## src/rtl/serial_port_params.svh

```systemverilog
`ifndef SERIAL_PORT_PARAMS_SVH
`define SERIAL_PORT_PARAMS_SVH

// Register byte addresses on the APB.
`define FMT_OFFSET        8'h00
`define BAUD_OFFSET       8'h04
`define CTRL_OFFSET       8'h08
`define TXB_OFFSET        8'h0C
`define FLAGS_OFFSET      8'h10
`define RXB_OFFSET        8'h14

// Reset values.
`define FMT_RESET         8'h00
`define BAUD_RESET        8'hFF
`define CTRL_RESET        8'h00
`define TXB_RESET         8'hFF
`define RXB_RESET         8'h00

// Frame format control fields.
`define FMT_SYNC_BIT      7
`define FMT_CHR7_BIT      6
`define FMT_PAR_EN_BIT    5
`define FMT_PAR_ODD_BIT   4
`define FMT_STOP2_BIT     3
`define FMT_MP_BIT        2
`define FMT_CKS_MSB       1
`define FMT_CKS_LSB       0

// Control fields.
`define CTRL_TX_EN_BIT    5
`define CTRL_RX_EN_BIT    4

// Flag fields.
`define FLG_TX_EMPTY_BIT  7
`define FLG_RX_FULL_BIT   6
`define FLG_OVERRUN_BIT   5
`define FLG_FRAMING_BIT   4
`define FLG_PARITY_BIT    3
`define FLG_TX_END_BIT    2
`define FLG_MPB_RX_BIT    1
`define FLG_MPB_TX_BIT    0

// Last count of each baud prescaler: divide by 4, 16 and 64.
`define PRE_LAST_DIV4     2'h3
`define PRE_LAST_DIV16    4'hF
`define PRE_LAST_DIV64    6'h3F

// Oversampling: last tick of a bit, mid-bit tick and last data bit index for 8- and 7-bit characters.
`define LAST_TICK         4'hF
`define MID_TICK          4'h7
`define LAST_BIT8         3'h7
`define LAST_BIT7         3'h6

`endif

```

## src/rtl/serial_pkg.sv

```systemverilog
package serial_pkg;

  typedef enum logic [2:0] {
    TX_IDLE, TX_START, TX_DATA, TX_EXTRA, TX_STOP1, TX_STOP2
  } tx_state_t;

  typedef enum logic [2:0] {
    RX_IDLE, RX_START, RX_DATA, RX_EXTRA, RX_STOP
  } rx_state_t;

  typedef struct packed {
    logic [7:0]  fmt;
    logic [7:0]  baud;
    logic [7:0]  ctrl;
    logic [7:0]  txb;
    logic [7:0]  rxb;
    logic        tx_empty;
    logic        rx_full;
    logic        overrun;
    logic        framing;
    logic        parity_err;
    logic        tx_end;
    logic        mpb_rx;
    logic        mpb_tx;
    tx_state_t   tx_st;
    logic [7:0]  tx_shift;
    logic [2:0]  tx_bit;
    logic [3:0]  tx_tick;
    logic        tx_extra;
    logic        txd;
    rx_state_t   rx_st;
    logic [7:0]  rx_shift;
    logic [2:0]  rx_bit;
    logic [3:0]  rx_tick;
    logic        rx_extra;
    logic        pready;
    logic        pslverr;
    logic [31:0] prdata;
  } main_state_t;

  typedef struct packed {
    logic [5:0] pre_cnt;
    logic [7:0] div_cnt;
    logic       tick;
  } tick_state_t;

  typedef struct packed {
    logic meta;
    logic stable;
  } sync_state_t;

endpackage

```

## src/rtl/tick_if.sv

```systemverilog
`timescale 1ns/1ps
interface tick_if;
  logic [1:0] prescale_select;
  logic [7:0] divisor;
  logic       tick;

  modport gen (input prescale_select, input divisor, output tick);
  modport use_tick (output prescale_select, output divisor, input tick);
endinterface

```

## src/rtl/pin_sync.sv

```systemverilog
`timescale 1ns/1ps
module pin_sync (
  // Clock and reset.
  input  wire logic pclk,
  input  wire logic presetn,
  // Pin and result.
  input  wire logic pin_in,
  output logic      pin_sync_out
);
  serial_pkg::sync_state_t s_r;
  serial_pkg::sync_state_t s_nxt;

  always_comb begin
    s_nxt        = s_r;
    s_nxt.meta   = pin_in;
    s_nxt.stable = s_r.meta;
  end

  always_ff @(posedge pclk or negedge presetn) begin
    if (!presetn) begin
      s_r <= 2'b11;
    end else begin
      s_r <= s_nxt;
    end
  end

  assign pin_sync_out = s_r.stable;
endmodule // pin_sync

```

## src/rtl/baud_tick_gen.sv

```systemverilog
`timescale 1ns/1ps
`include "serial_port_params.svh"
module baud_tick_gen (
  // Clock and reset.
  input  wire logic pclk,
  input  wire logic presetn,
  // Rate settings and oversample tick.
  tick_if.gen       tk
);
  serial_pkg::tick_state_t s_r;
  serial_pkg::tick_state_t s_nxt;
  logic                    base_tick;

  always_comb begin
    s_nxt         = s_r;
    s_nxt.pre_cnt = s_r.pre_cnt + 6'h01;
    s_nxt.tick    = 1'b0;
    unique case (tk.prescale_select)
      2'b00: base_tick = 1'b1;
      2'b01: base_tick = (s_r.pre_cnt[1:0] == `PRE_LAST_DIV4);
      2'b10: base_tick = (s_r.pre_cnt[3:0] == `PRE_LAST_DIV16);
      2'b11: base_tick = (s_r.pre_cnt == `PRE_LAST_DIV64);
    endcase
    // The divisor gives one oversample tick every divisor+1 prescaled clocks.
    if (base_tick) begin
      if (s_r.div_cnt >= tk.divisor) begin
        s_nxt.div_cnt = 8'h00;
        s_nxt.tick    = 1'b1;
      end else begin
        s_nxt.div_cnt = s_r.div_cnt + 8'h01;
      end
    end
  end

  always_ff @(posedge pclk or negedge presetn) begin
    if (!presetn) begin
      s_r <= '0;
    end else begin
      s_r <= s_nxt;
    end
  end

  assign tk.tick = s_r.tick;
endmodule // baud_tick_gen

```

## src/rtl/serial_port.sv

```systemverilog
// Notes on behaviour
// - Receiver shifts bits in least significant first, then moves byte to buffer.
// - Both shifters are internal; software cannot read or write them.
// - Receive shifter takes the next character at once after each transfer.
// - Receive byte buffer is read-only, cleared by reset and standby.
// - Transmitter sends the transmit shifter least significant bit first.
// - Empty transmit shifter is loaded from the buffer and serialising begins.
// - After a byte, next byte loads unless the transmit empty flag is set.
// - Transmit byte buffer is read/write, set to all ones by reset and standby.
// - Frame format control is read/write, cleared by reset and standby.
// - Format bit 7 picks asynchronous (0) or synchronous (1) operation.
// - Format bit 6 picks 8 or 7 data bits; synchronous always 8.
// - With 7-bit characters bit 7 of the transmit buffer is not sent.
// - Format bit 5 enables parity in asynchronous mode only.
// - Format bit 4 picks even (0) or odd (1) parity sense.
// - With parity on, receiver checks ones count against the selected sense.
// - Format bit 3 gives one or two high stop bits in asynchronous mode.
// - Receiver checks only the first stop bit.
// - A low where a second stop bit would be starts the next character.
// - Format bit 2 selects multiprocessor format, overriding parity settings.
// - Format bits 1:0 divide the baud clock by 1, 4, 16 or 64.
// - With transmit enabled, sending starts once software clears the empty flag.
//
// Our own choices: the placing of the registers and the APB slave port.
`timescale 1ns/1ps
`include "serial_port_params.svh"
module serial_port (
  // Clock and reset.
  input  wire logic        pclk,
  input  wire logic        presetn,
  // Low-power standby request, same clock domain.
  input  wire logic        standby,
  // APB slave.
  input  wire logic        psel,
  input  wire logic        penable,
  input  wire logic        pwrite,
  input  wire logic [7:0]  paddr,
  input  wire logic [31:0] pwdata,
  output logic [31:0]      prdata,
  output logic             pready,
  output logic             pslverr,
  // Serial pins.
  input  wire logic        rxd,
  output logic             txd
);
  localparam serial_pkg::main_state_t RESET_STATE = '{
    fmt:      `FMT_RESET,
    baud:     `BAUD_RESET,
    ctrl:     `CTRL_RESET,
    txb:      `TXB_RESET,
    rxb:      `RXB_RESET,
    tx_empty: 1'b1,
    tx_end:   1'b1,
    tx_st:    serial_pkg::TX_IDLE,
    rx_st:    serial_pkg::RX_IDLE,
    txd:      1'b1,
    default:  '0
  };

  serial_pkg::main_state_t s_r;
  serial_pkg::main_state_t s_nxt;

  tick_if tk ();

  logic       rxd_s;
  logic       tick;
  logic       sync_mode;
  logic       chr7;
  logic       extra_en;
  logic       tx_en;
  logic       rx_en;
  logic       tx_bit_end;
  logic       tx_go;
  logic       rx_bit_end;
  logic       wr_done;
  logic       rd_take;
  logic       addr_hit;
  logic [7:0] rd_byte;
  logic [7:0] flags;
  logic [7:0] tx_load;
  logic [7:0] rx_byte;
  logic [2:0] tx_last;
  logic [2:0] rx_last;

  pin_sync u_rx_sync (
    .pclk         (pclk),
    .presetn      (presetn),
    .pin_in       (rxd),
    .pin_sync_out (rxd_s)
  );

  baud_tick_gen u_tick (
    .pclk    (pclk),
    .presetn (presetn),
    .tk      (tk.gen)
  );

  assign tk.prescale_select = s_r.fmt[`FMT_CKS_MSB:`FMT_CKS_LSB];
  assign tk.divisor         = s_r.baud;
  assign tick               = tk.tick;

  // Format decode; synchronous mode overrides length, parity and stops.
  assign sync_mode = s_r.fmt[`FMT_SYNC_BIT];
  assign chr7      = s_r.fmt[`FMT_CHR7_BIT] && !sync_mode;
  assign extra_en  = !sync_mode && (s_r.fmt[`FMT_PAR_EN_BIT] || s_r.fmt[`FMT_MP_BIT]);
  assign tx_en     = s_r.ctrl[`CTRL_TX_EN_BIT];
  assign rx_en     = s_r.ctrl[`CTRL_RX_EN_BIT];
  assign tx_last   = chr7 ? `LAST_BIT7 : `LAST_BIT8;
  assign rx_last   = tx_last;

  assign tx_bit_end = tick && (s_r.tx_tick == `LAST_TICK);
  assign rx_bit_end = tick && (s_r.rx_tick == `LAST_TICK);

  // The top bit is masked off for 7-bit characters before it can be sent.
  assign tx_load = chr7 ? {1'b0, s_r.txb[6:0]} : s_r.txb;

  // A 7-bit character sits in the upper seven bits of the shifter.
  assign rx_byte = chr7 ? {1'b0, s_r.rx_shift[7:1]} : s_r.rx_shift;

  assign flags = {s_r.tx_empty, s_r.rx_full, s_r.overrun, s_r.framing,
                  s_r.parity_err, s_r.tx_end, s_r.mpb_rx, s_r.mpb_tx};

  // APB answers one cycle into the access phase; writes land on completion.
  assign rd_take = psel && penable && !s_r.pready;
  assign wr_done = psel && penable && s_r.pready && pwrite;

  always_comb begin
    addr_hit = 1'b1;
    rd_byte  = 8'h00;
    unique case (paddr)
      `FMT_OFFSET:   rd_byte = s_r.fmt;
      `BAUD_OFFSET:  rd_byte = s_r.baud;
      `CTRL_OFFSET:  rd_byte = s_r.ctrl;
      `TXB_OFFSET:   rd_byte = s_r.txb;
      `FLAGS_OFFSET: rd_byte = flags;
      `RXB_OFFSET:   rd_byte = s_r.rxb;
      default:       addr_hit = 1'b0;
    endcase
  end

  always_comb begin
    s_nxt         = s_r;
    tx_go         = 1'b0;
    s_nxt.pready  = 1'b0;

    // Bus side.
    if (rd_take) begin
      s_nxt.pready  = 1'b1;
      s_nxt.pslverr = !addr_hit;
      s_nxt.prdata  = {24'h000000, rd_byte};
    end
    if (wr_done && !s_r.pslverr) begin
      unique case (paddr)
        `FMT_OFFSET:  s_nxt.fmt  = pwdata[7:0];
        `BAUD_OFFSET: s_nxt.baud = pwdata[7:0];
        `CTRL_OFFSET: s_nxt.ctrl = pwdata[7:0];
        `TXB_OFFSET:  s_nxt.txb  = pwdata[7:0];
        `FLAGS_OFFSET: begin
          // Status flags only accept zeros and tx_end is not writable; the multiprocessor transmit bit is plain.
          s_nxt.tx_empty   = s_r.tx_empty & pwdata[`FLG_TX_EMPTY_BIT];
          s_nxt.rx_full    = s_r.rx_full & pwdata[`FLG_RX_FULL_BIT];
          s_nxt.overrun    = s_r.overrun & pwdata[`FLG_OVERRUN_BIT];
          s_nxt.framing    = s_r.framing & pwdata[`FLG_FRAMING_BIT];
          s_nxt.parity_err = s_r.parity_err & pwdata[`FLG_PARITY_BIT];
          s_nxt.mpb_tx     = pwdata[`FLG_MPB_TX_BIT];
        end
        default: ;
      endcase
    end

    // Transmitter; the shifter is never visible on the bus.
    if (s_r.tx_st != serial_pkg::TX_IDLE && tick) begin
      s_nxt.tx_tick = s_r.tx_tick + 4'h1;
    end
    unique case (s_r.tx_st)
      serial_pkg::TX_IDLE: begin
        tx_go = 1'b1;
      end
      serial_pkg::TX_START: begin
        if (tx_bit_end) begin
          s_nxt.tx_st = serial_pkg::TX_DATA;
          s_nxt.txd   = s_r.tx_shift[0];
        end
      end
      serial_pkg::TX_DATA: begin
        if (tx_bit_end) begin
          if (s_r.tx_bit == tx_last) begin
            if (extra_en) begin
              s_nxt.tx_st = serial_pkg::TX_EXTRA;
              s_nxt.txd   = s_r.tx_extra;
            end else if (!sync_mode) begin
              s_nxt.tx_st = serial_pkg::TX_STOP1;
              s_nxt.txd   = 1'b1;
            end else begin
              tx_go = 1'b1;
            end
          end else begin
            s_nxt.tx_bit   = s_r.tx_bit + 3'h1;
            s_nxt.tx_shift = {1'b0, s_r.tx_shift[7:1]};
            s_nxt.txd      = s_r.tx_shift[1];
          end
        end
      end
      serial_pkg::TX_EXTRA: begin
        if (tx_bit_end) begin
          s_nxt.tx_st = serial_pkg::TX_STOP1;
          s_nxt.txd   = 1'b1;
        end
      end
      serial_pkg::TX_STOP1: begin
        if (tx_bit_end) begin
          if (s_r.fmt[`FMT_STOP2_BIT]) begin
            s_nxt.tx_st = serial_pkg::TX_STOP2;
          end else begin
            tx_go = 1'b1;
          end
        end
      end
      serial_pkg::TX_STOP2: begin
        if (tx_bit_end) begin
          tx_go = 1'b1;
        end
      end
      default: begin
        s_nxt.tx_st = serial_pkg::TX_IDLE;
      end
    endcase

    // The shifter is empty here: reload from the buffer or go idle.
    if (tx_go) begin
      if (tx_en && !s_r.tx_empty) begin
        s_nxt.tx_shift = tx_load;
        s_nxt.tx_extra = s_r.fmt[`FMT_MP_BIT] ? s_r.mpb_tx
                         : ((^tx_load) ^ s_r.fmt[`FMT_PAR_ODD_BIT]);
        s_nxt.tx_empty = 1'b1;
        s_nxt.tx_end   = 1'b0;
        s_nxt.tx_bit   = 3'h0;
        s_nxt.tx_tick  = 4'h0;
        s_nxt.tx_st    = sync_mode ? serial_pkg::TX_DATA : serial_pkg::TX_START;
        s_nxt.txd      = sync_mode ? tx_load[0] : 1'b0;
      end else begin
        s_nxt.tx_st  = serial_pkg::TX_IDLE;
        s_nxt.txd    = 1'b1;
        s_nxt.tx_end = 1'b1;
      end
    end
    if (!tx_en) begin
      s_nxt.tx_empty = 1'b1;
    end

    // Receiver, asynchronous frames only; the shifter is internal.
    if (s_r.rx_st != serial_pkg::RX_IDLE && tick) begin
      s_nxt.rx_tick = s_r.rx_tick + 4'h1;
    end
    unique case (s_r.rx_st)
      serial_pkg::RX_IDLE: begin
        // A low line while idle is a start bit, including in a second stop slot.
        if (rx_en && !sync_mode && !rxd_s) begin
          s_nxt.rx_st   = serial_pkg::RX_START;
          s_nxt.rx_tick = 4'h0;
          s_nxt.rx_bit  = 3'h0;
        end
      end
      serial_pkg::RX_START: begin
        // Re-check at mid bit so a glitch does not start a frame.
        if (tick && s_r.rx_tick == `MID_TICK) begin
          s_nxt.rx_tick = 4'h0;
          s_nxt.rx_st   = rxd_s ? serial_pkg::RX_IDLE : serial_pkg::RX_DATA;
        end
      end
      serial_pkg::RX_DATA: begin
        if (rx_bit_end) begin
          s_nxt.rx_shift = {rxd_s, s_r.rx_shift[7:1]};
          s_nxt.rx_bit   = s_r.rx_bit + 3'h1;
          if (s_r.rx_bit == rx_last) begin
            s_nxt.rx_st = extra_en ? serial_pkg::RX_EXTRA : serial_pkg::RX_STOP;
          end
        end
      end
      serial_pkg::RX_EXTRA: begin
        if (rx_bit_end) begin
          s_nxt.rx_extra = rxd_s;
          s_nxt.rx_st    = serial_pkg::RX_STOP;
        end
      end
      serial_pkg::RX_STOP: begin
        // Only the first stop bit is sampled; the shifter is free at once.
        if (rx_bit_end) begin
          s_nxt.rx_st = serial_pkg::RX_IDLE;
          if (!rxd_s) begin
            s_nxt.framing = 1'b1;
          end
          if (s_r.fmt[`FMT_MP_BIT]) begin
            s_nxt.mpb_rx = s_r.rx_extra;
          end else if (s_r.fmt[`FMT_PAR_EN_BIT] &&
                       ((^rx_byte) ^ s_r.rx_extra) != s_r.fmt[`FMT_PAR_ODD_BIT]) begin
            s_nxt.parity_err = 1'b1;
          end
          if (s_r.rx_full) begin
            s_nxt.overrun = 1'b1;
          end else begin
            s_nxt.rxb     = rx_byte;
            s_nxt.rx_full = 1'b1;
          end
        end
      end
      default: begin
        s_nxt.rx_st = serial_pkg::RX_IDLE;
      end
    endcase
    if (!rx_en && s_r.rx_st != serial_pkg::RX_IDLE) begin
      s_nxt.rx_st = serial_pkg::RX_IDLE;
    end

    // Standby returns every register of this module and both shifters to their reset values, except pready, which still answers an access in the next cycle.
    if (standby) begin
      s_nxt        = RESET_STATE;
      s_nxt.pready = rd_take;
      s_nxt.prdata = 32'h00000000;
    end
  end

  always_ff @(posedge pclk or negedge presetn) begin
    if (!presetn) begin
      s_r <= RESET_STATE;
    end else begin
      s_r <= s_nxt;
    end
  end

  assign prdata  = s_r.prdata;
  assign pready  = s_r.pready;
  assign pslverr = s_r.pslverr;
  assign txd     = s_r.txd;
endmodule // serial_port

```

## config.mk

```make
export PLATFORM = sky130hd
export DESIGN_NAME = serial_port
export DESIGN_NICKNAME = d
export VERILOG_FILES = /design/src/rtl/serial_pkg.sv /design/src/rtl/tick_if.sv /design/src/rtl/pin_sync.sv /design/src/rtl/baud_tick_gen.sv /design/src/rtl/serial_port.sv
export VERILOG_INCLUDE_DIRS = /design/src /design/src/rtl
export SDC_FILE = /design/constraint.sdc
export NUM_CORES = 1
export LEC_CHECK = 0
export ABC_CLOCK_PERIOD_IN_PS = 2240
export BUFFER_PORTS_ARGS = -buffer_cell sky130_fd_sc_hd__buf_2
export CORE_MARGIN = 5
export CORE_UTILIZATION = 35
export DETAILED_ROUTE_END_ITERATION = 16
export GPL_TIMING_DRIVEN = 1
export PLACE_DENSITY = 0.56
export SETUP_SLACK_MARGIN = 0.1
export SYNTH_ARGS = -nofsm -noshare
export SYNTH_HDL_FRONTEND = slang
export SYNTH_SLANG_ARGS = --single-unit
```

## constraint.sdc

```tcl
create_clock -name pclk -period 2.24 [get_ports pclk]
set_input_delay 0.336 -clock pclk [delete_from_list [all_inputs] [get_ports pclk]]
set_output_delay 0.336 -clock pclk [all_outputs]
set_load 0.05 [all_outputs]
```

==> qor.tcl <==
set qor(remaining_drc_errors) 0
set qor(timing.critical_path.slowest_cell_delay_ps) 530
set qor(initial_utilization) 0.3528
set qor(crit_slowest_cell) {dfstp_2}
set qor(power_per_cell_area_nw_per_um2) 769.7
set qor(syn_area_um2) 6295
set qor(async_flop_share) 1.000
set qor(synth-edff-count) 0
set qor(hold_class) {in -> reg}
set qor(syn_avg_cell_area_um2) 9.836
set qor(critPathBufInv) 1
set qor(number_of_global_route_vias_before_repair) 4697
set qor(grt_use_total) 0.1528
set qor(synth_seq_area_share) 0.4574
set qor(fmaxAchievable_ghz) 0.4825
set qor(dr_total_vias) 4771
set qor(setup.worst_path.end_class) {register}
set qor(row_count) 49
set qor(worstSkewPairLatency_ps) 410
set qor(register_area_um2) 2879
set qor(clk_path_buf_depth) 2
set qor(irDropWorstVdd_v) 0.0006809
set qor(worstMarginPinSlew_ps) 575.0
set qor(worst-path-max-fanout) 8
set qor(dominantRegCellSynth) {dfrtp_1}
set qor(antenna_found_initial) 0
set qor(finalPower_mw) 5.712
set qor(die_outline_height_um) 144.1
set qor(critPathKind) {reg -> reg}
set qor(internal_power_mw) 4.322
set qor(critical_path.top_delay_family) {compound AO/OA/AOI/OAI gates}
set qor(finalSetupViolCount) 0
set qor(arrival_ps) 2420
set qor(cts.sink_count) 114
set qor(detailedPlacementHpwl_um) 11100
set qor(cell_by_cell_listing_of_the_critical_path) {inv_2 > ha_4 > a21o_1 > a211oi_2 > o21ai_1 > a221o_2 > nor2_4 > a22o_1}
set qor(die_width_um) 144.1
set qor(grt_pass1_wl_um) 25010
set qor(power_switching_mw) 1.390
set qor(timing.final.max_slew_violations) 0
set qor(dpl_cell_area_um2) 6703
set qor(floorplan.core_area_um2) 17840
set qor(antenna_cells) 0
set qor(grt.overflow.total) 0
set qor(num-nets-final) 747
set qor(post_drt_via_cell_ratio) 5.141
set qor(slew-limit-headroom) 0.6152
set qor(total_die_area_um2) 20770
set qor(synthesis.yosys.warnings) 0
set qor(setup_total_negative_slack_ps) 0
set qor(power.share.switching) 0.2434
set qor(rsz0062_at_grt) {true}
set qor(tritoncts) {done}
set qor(finalCriticalPeriod_ps) 2072
set qor(synth-seq-cells) 114
set qor(floorplan.io_pins) 82
set qor(crit_path_start_kind) {register}
set qor(min_period_over_period) 0.9252
set qor(gp_congestion) 0.8258
set qor(wl_per_cell_um) 16.39
set qor(flow.area_growth_from_synthesis_pct) 17.89
set qor(htreeDepth) 4
set qor(whs_ps) 25.75
set qor(drive_gt1_frac) 0.2103
set qor(postLayoutCellArea_um2) 7421
set qor(result_of_the_run) {finished, final reports clean}
set qor(ctsRootBufferMaster) {clkbuf_16}
set qor(detailedRoute.firstPassIterationCount) 4
set qor(dr.first_iter.drc_count) 376
set qor(max-cap-violations) 0
set qor(power.leakage_nw) 3.626
set qor(synthCells) 640
set qor(cts-buffers-inserted) 17
set qor(netlist-cell-type-count) 57
set qor(portBuffers) 33
set qor(crit_required_ps) 2590
set qor(pin_count_of_the_biggest_net_entering_global_routing) 50
set qor(fin_skew_ps) 5.389
set qor(power.clock.fraction) 0.515
set qor(wirelength_um) 15210
set qor(cts.reportedPaths.clkPinSlew_ps) 50
set qor(multi_input_gate_area_in_the_final_layout_um2) 3137
set qor(combinational_power_share) 0.094
set qor(seq_power_share) 0.391
set qor(fill_cells) 1713
set qor(residual_antenna_violating_net_count_after_detailed_routing) 0
set qor(hold_violations_final) 0
[timing repair]
item,4_1_cts,5_1_grt
setup buffers,0,0
hold buffers,1,0
pin swaps,8,5
setup endpoints to repair,9,16
cloned,0,0
hold endpoints to repair,31,0
resized for setup,9,7
[flip-flops by register name, indices dropped and copies added, names as in the netlist]
register and count:
flags 8, prdata 8, pready 1, pslverr 1, rx_en 1, s_r 69, tk.divisor 8, txd 1
u_rx_sync.pin_sync_out 1, u_rx_sync.s_nxt 1, u_tick.s_r 14, u_tick.tk.tick 1
[cell type report]
class                           count  share of cell area
Sequential cell                   114              0.3880
Timing Repair Buffer               62             0.05446
Multi-Input combinational cell    473              0.4227
Tap cell                          229             0.03861
Clock buffer                       22             0.06660
Clock inverter                     10             0.02057
Inverter                           18            0.009105
[metrics by stage]
| step | util | worst slack (ps) | std cells |
|---|---|---|---|
| after floorplan | - | 103.5 | 663 |
| after global placement | 0.3757 | -25.14 | 895 |
| after detailed placement | 0.3757 | -55.60 | 895 |
| after CTS | 0.4138 | 113.8 | 928 |
| after global routing | 0.4159 | 79.86 | 928 |
| final | 0.4159 | 167.6 | 928 |
[path summary, 6_finish.rpt]
path / slack [ps] / endpoint / startpoint / cells past startpoint
max reg2reg: 170 / u_tick.s_r[6]$_DFFE_PN0P_ / tk.divisor[4]$_DFFE_PN1P_ / 8
min: 30 / u_rx_sync.s_nxt[0]$_DFF_PN1_ / rxd / 1
max in group asynchronous: 1080 / s_r[94]$_DFFE_PN1P_ / presetn / 3
max: 170 / u_tick.s_r[6]$_DFFE_PN0P_ / tk.divisor[4]$_DFFE_PN1P_ / 8
min reg2reg: 360 / u_rx_sync.pin_sync_out$_DFF_PN1_ / u_rx_sync.s_nxt[0]$_DFF_PN1_ / 0
min in group asynchronous: 450 / s_r[36]$_DFF_PN0_ / presetn / 2
[power groups by stage]
stage	sequential (mW)	combinational, mW	clock, mW
6_report	2.23	0.538	2.94
3_3_place_gp	2.25	0.505	0
3_5_place_dp	2.26	0.520	0
4_1_cts	2.23	0.533	2.98
2_1_floorplan	2.22	0.403	0
5_1_grt	2.24	0.604	3.08
[cell usage after synthesis, types with 2 or more instances]
library cell,instances,share of area
nor4_1,2,0.0020
dfstp_2,21,0.088
ha_1,14,0.028
xnor2_1,20,0.028
nand3_1,23,0.018
o21ai_0,51,0.041
nor2_1,55,0.033
o211ai_1,4,0.0048
o2bb2ai_1,2,0.0028
mux2_2,6,0.011
nor3_2,2,0.0032
nor2b_1,9,0.0089
a211oi_1,2,0.0024
a31oi_1,2,0.0020
dfrtp_1,93,0.37
mux2i_1,53,0.084
nand2_1,85,0.051
and2_1,2,0.0020
and3_1,4,0.0040
o21ai_1,2,0.0016
buf_4,33,0.039
nor3_1,7,0.0056
clkbuf_1,17,0.010
nand2b_1,7,0.0070
o2111ai_1,2,0.0028
nor3b_1,2,0.0024
nand4_1,7,0.0070
xor2_1,11,0.015
a22o_1,15,0.021
mux4_2,8,0.029
inv_1,18,0.011
a21oi_1,29,0.023
buf_2,7,0.0056
a21o_1,2,0.0024
[cells by family (layout without fill, tap and decap cells)]
group,after synthesis,in the layout,synth area share
buffers and inverters,76,112,0.06758
AO/OA/AOI/OAI,123,123,0.1230
AND/OR/NAND/NOR,214,214,0.1568
XOR/XNOR,31,31,0.04313
adder cells (fa/ha/maj),14,14,0.02783
other,1,24,0.0005957
flip-flops,114,114,0.4574
multiplexers,67,67,0.1236
[layer usage]
layer	GRT usage	vias to the layer above	wire length (µm)
met4	0.04955	0	235
met2	0.2401	77	7260
met5	0	-	0
li1	-	2285	-
met1	0.2110	2394	7237
met3	0.03307	15	475
[layout by cell type, fill, tap and decap left out, types with 9 or more instances in the layout]
| master | n |
|---|---|
| a21oi_1 | 29 |
| a22o_1 | 15 |
| buf_2 | 32 |
| buf_4 | 27 |
| clkbuf_16 | 17 |
| conb_1 | 24 |
| dfrtp_1 | 93 |
| dfstp_2 | 21 |
| ha_1 | 12 |
| inv_1 | 17 |
| mux2i_1 | 53 |
| nand2_1 | 85 |
| nand3_1 | 23 |
| nor2_1 | 53 |
| nor2b_1 | 9 |
| o21ai_0 | 47 |
| xnor2_1 | 20 |
| xor2_1 | 11 |
Power figures use the tool's default switching activity.
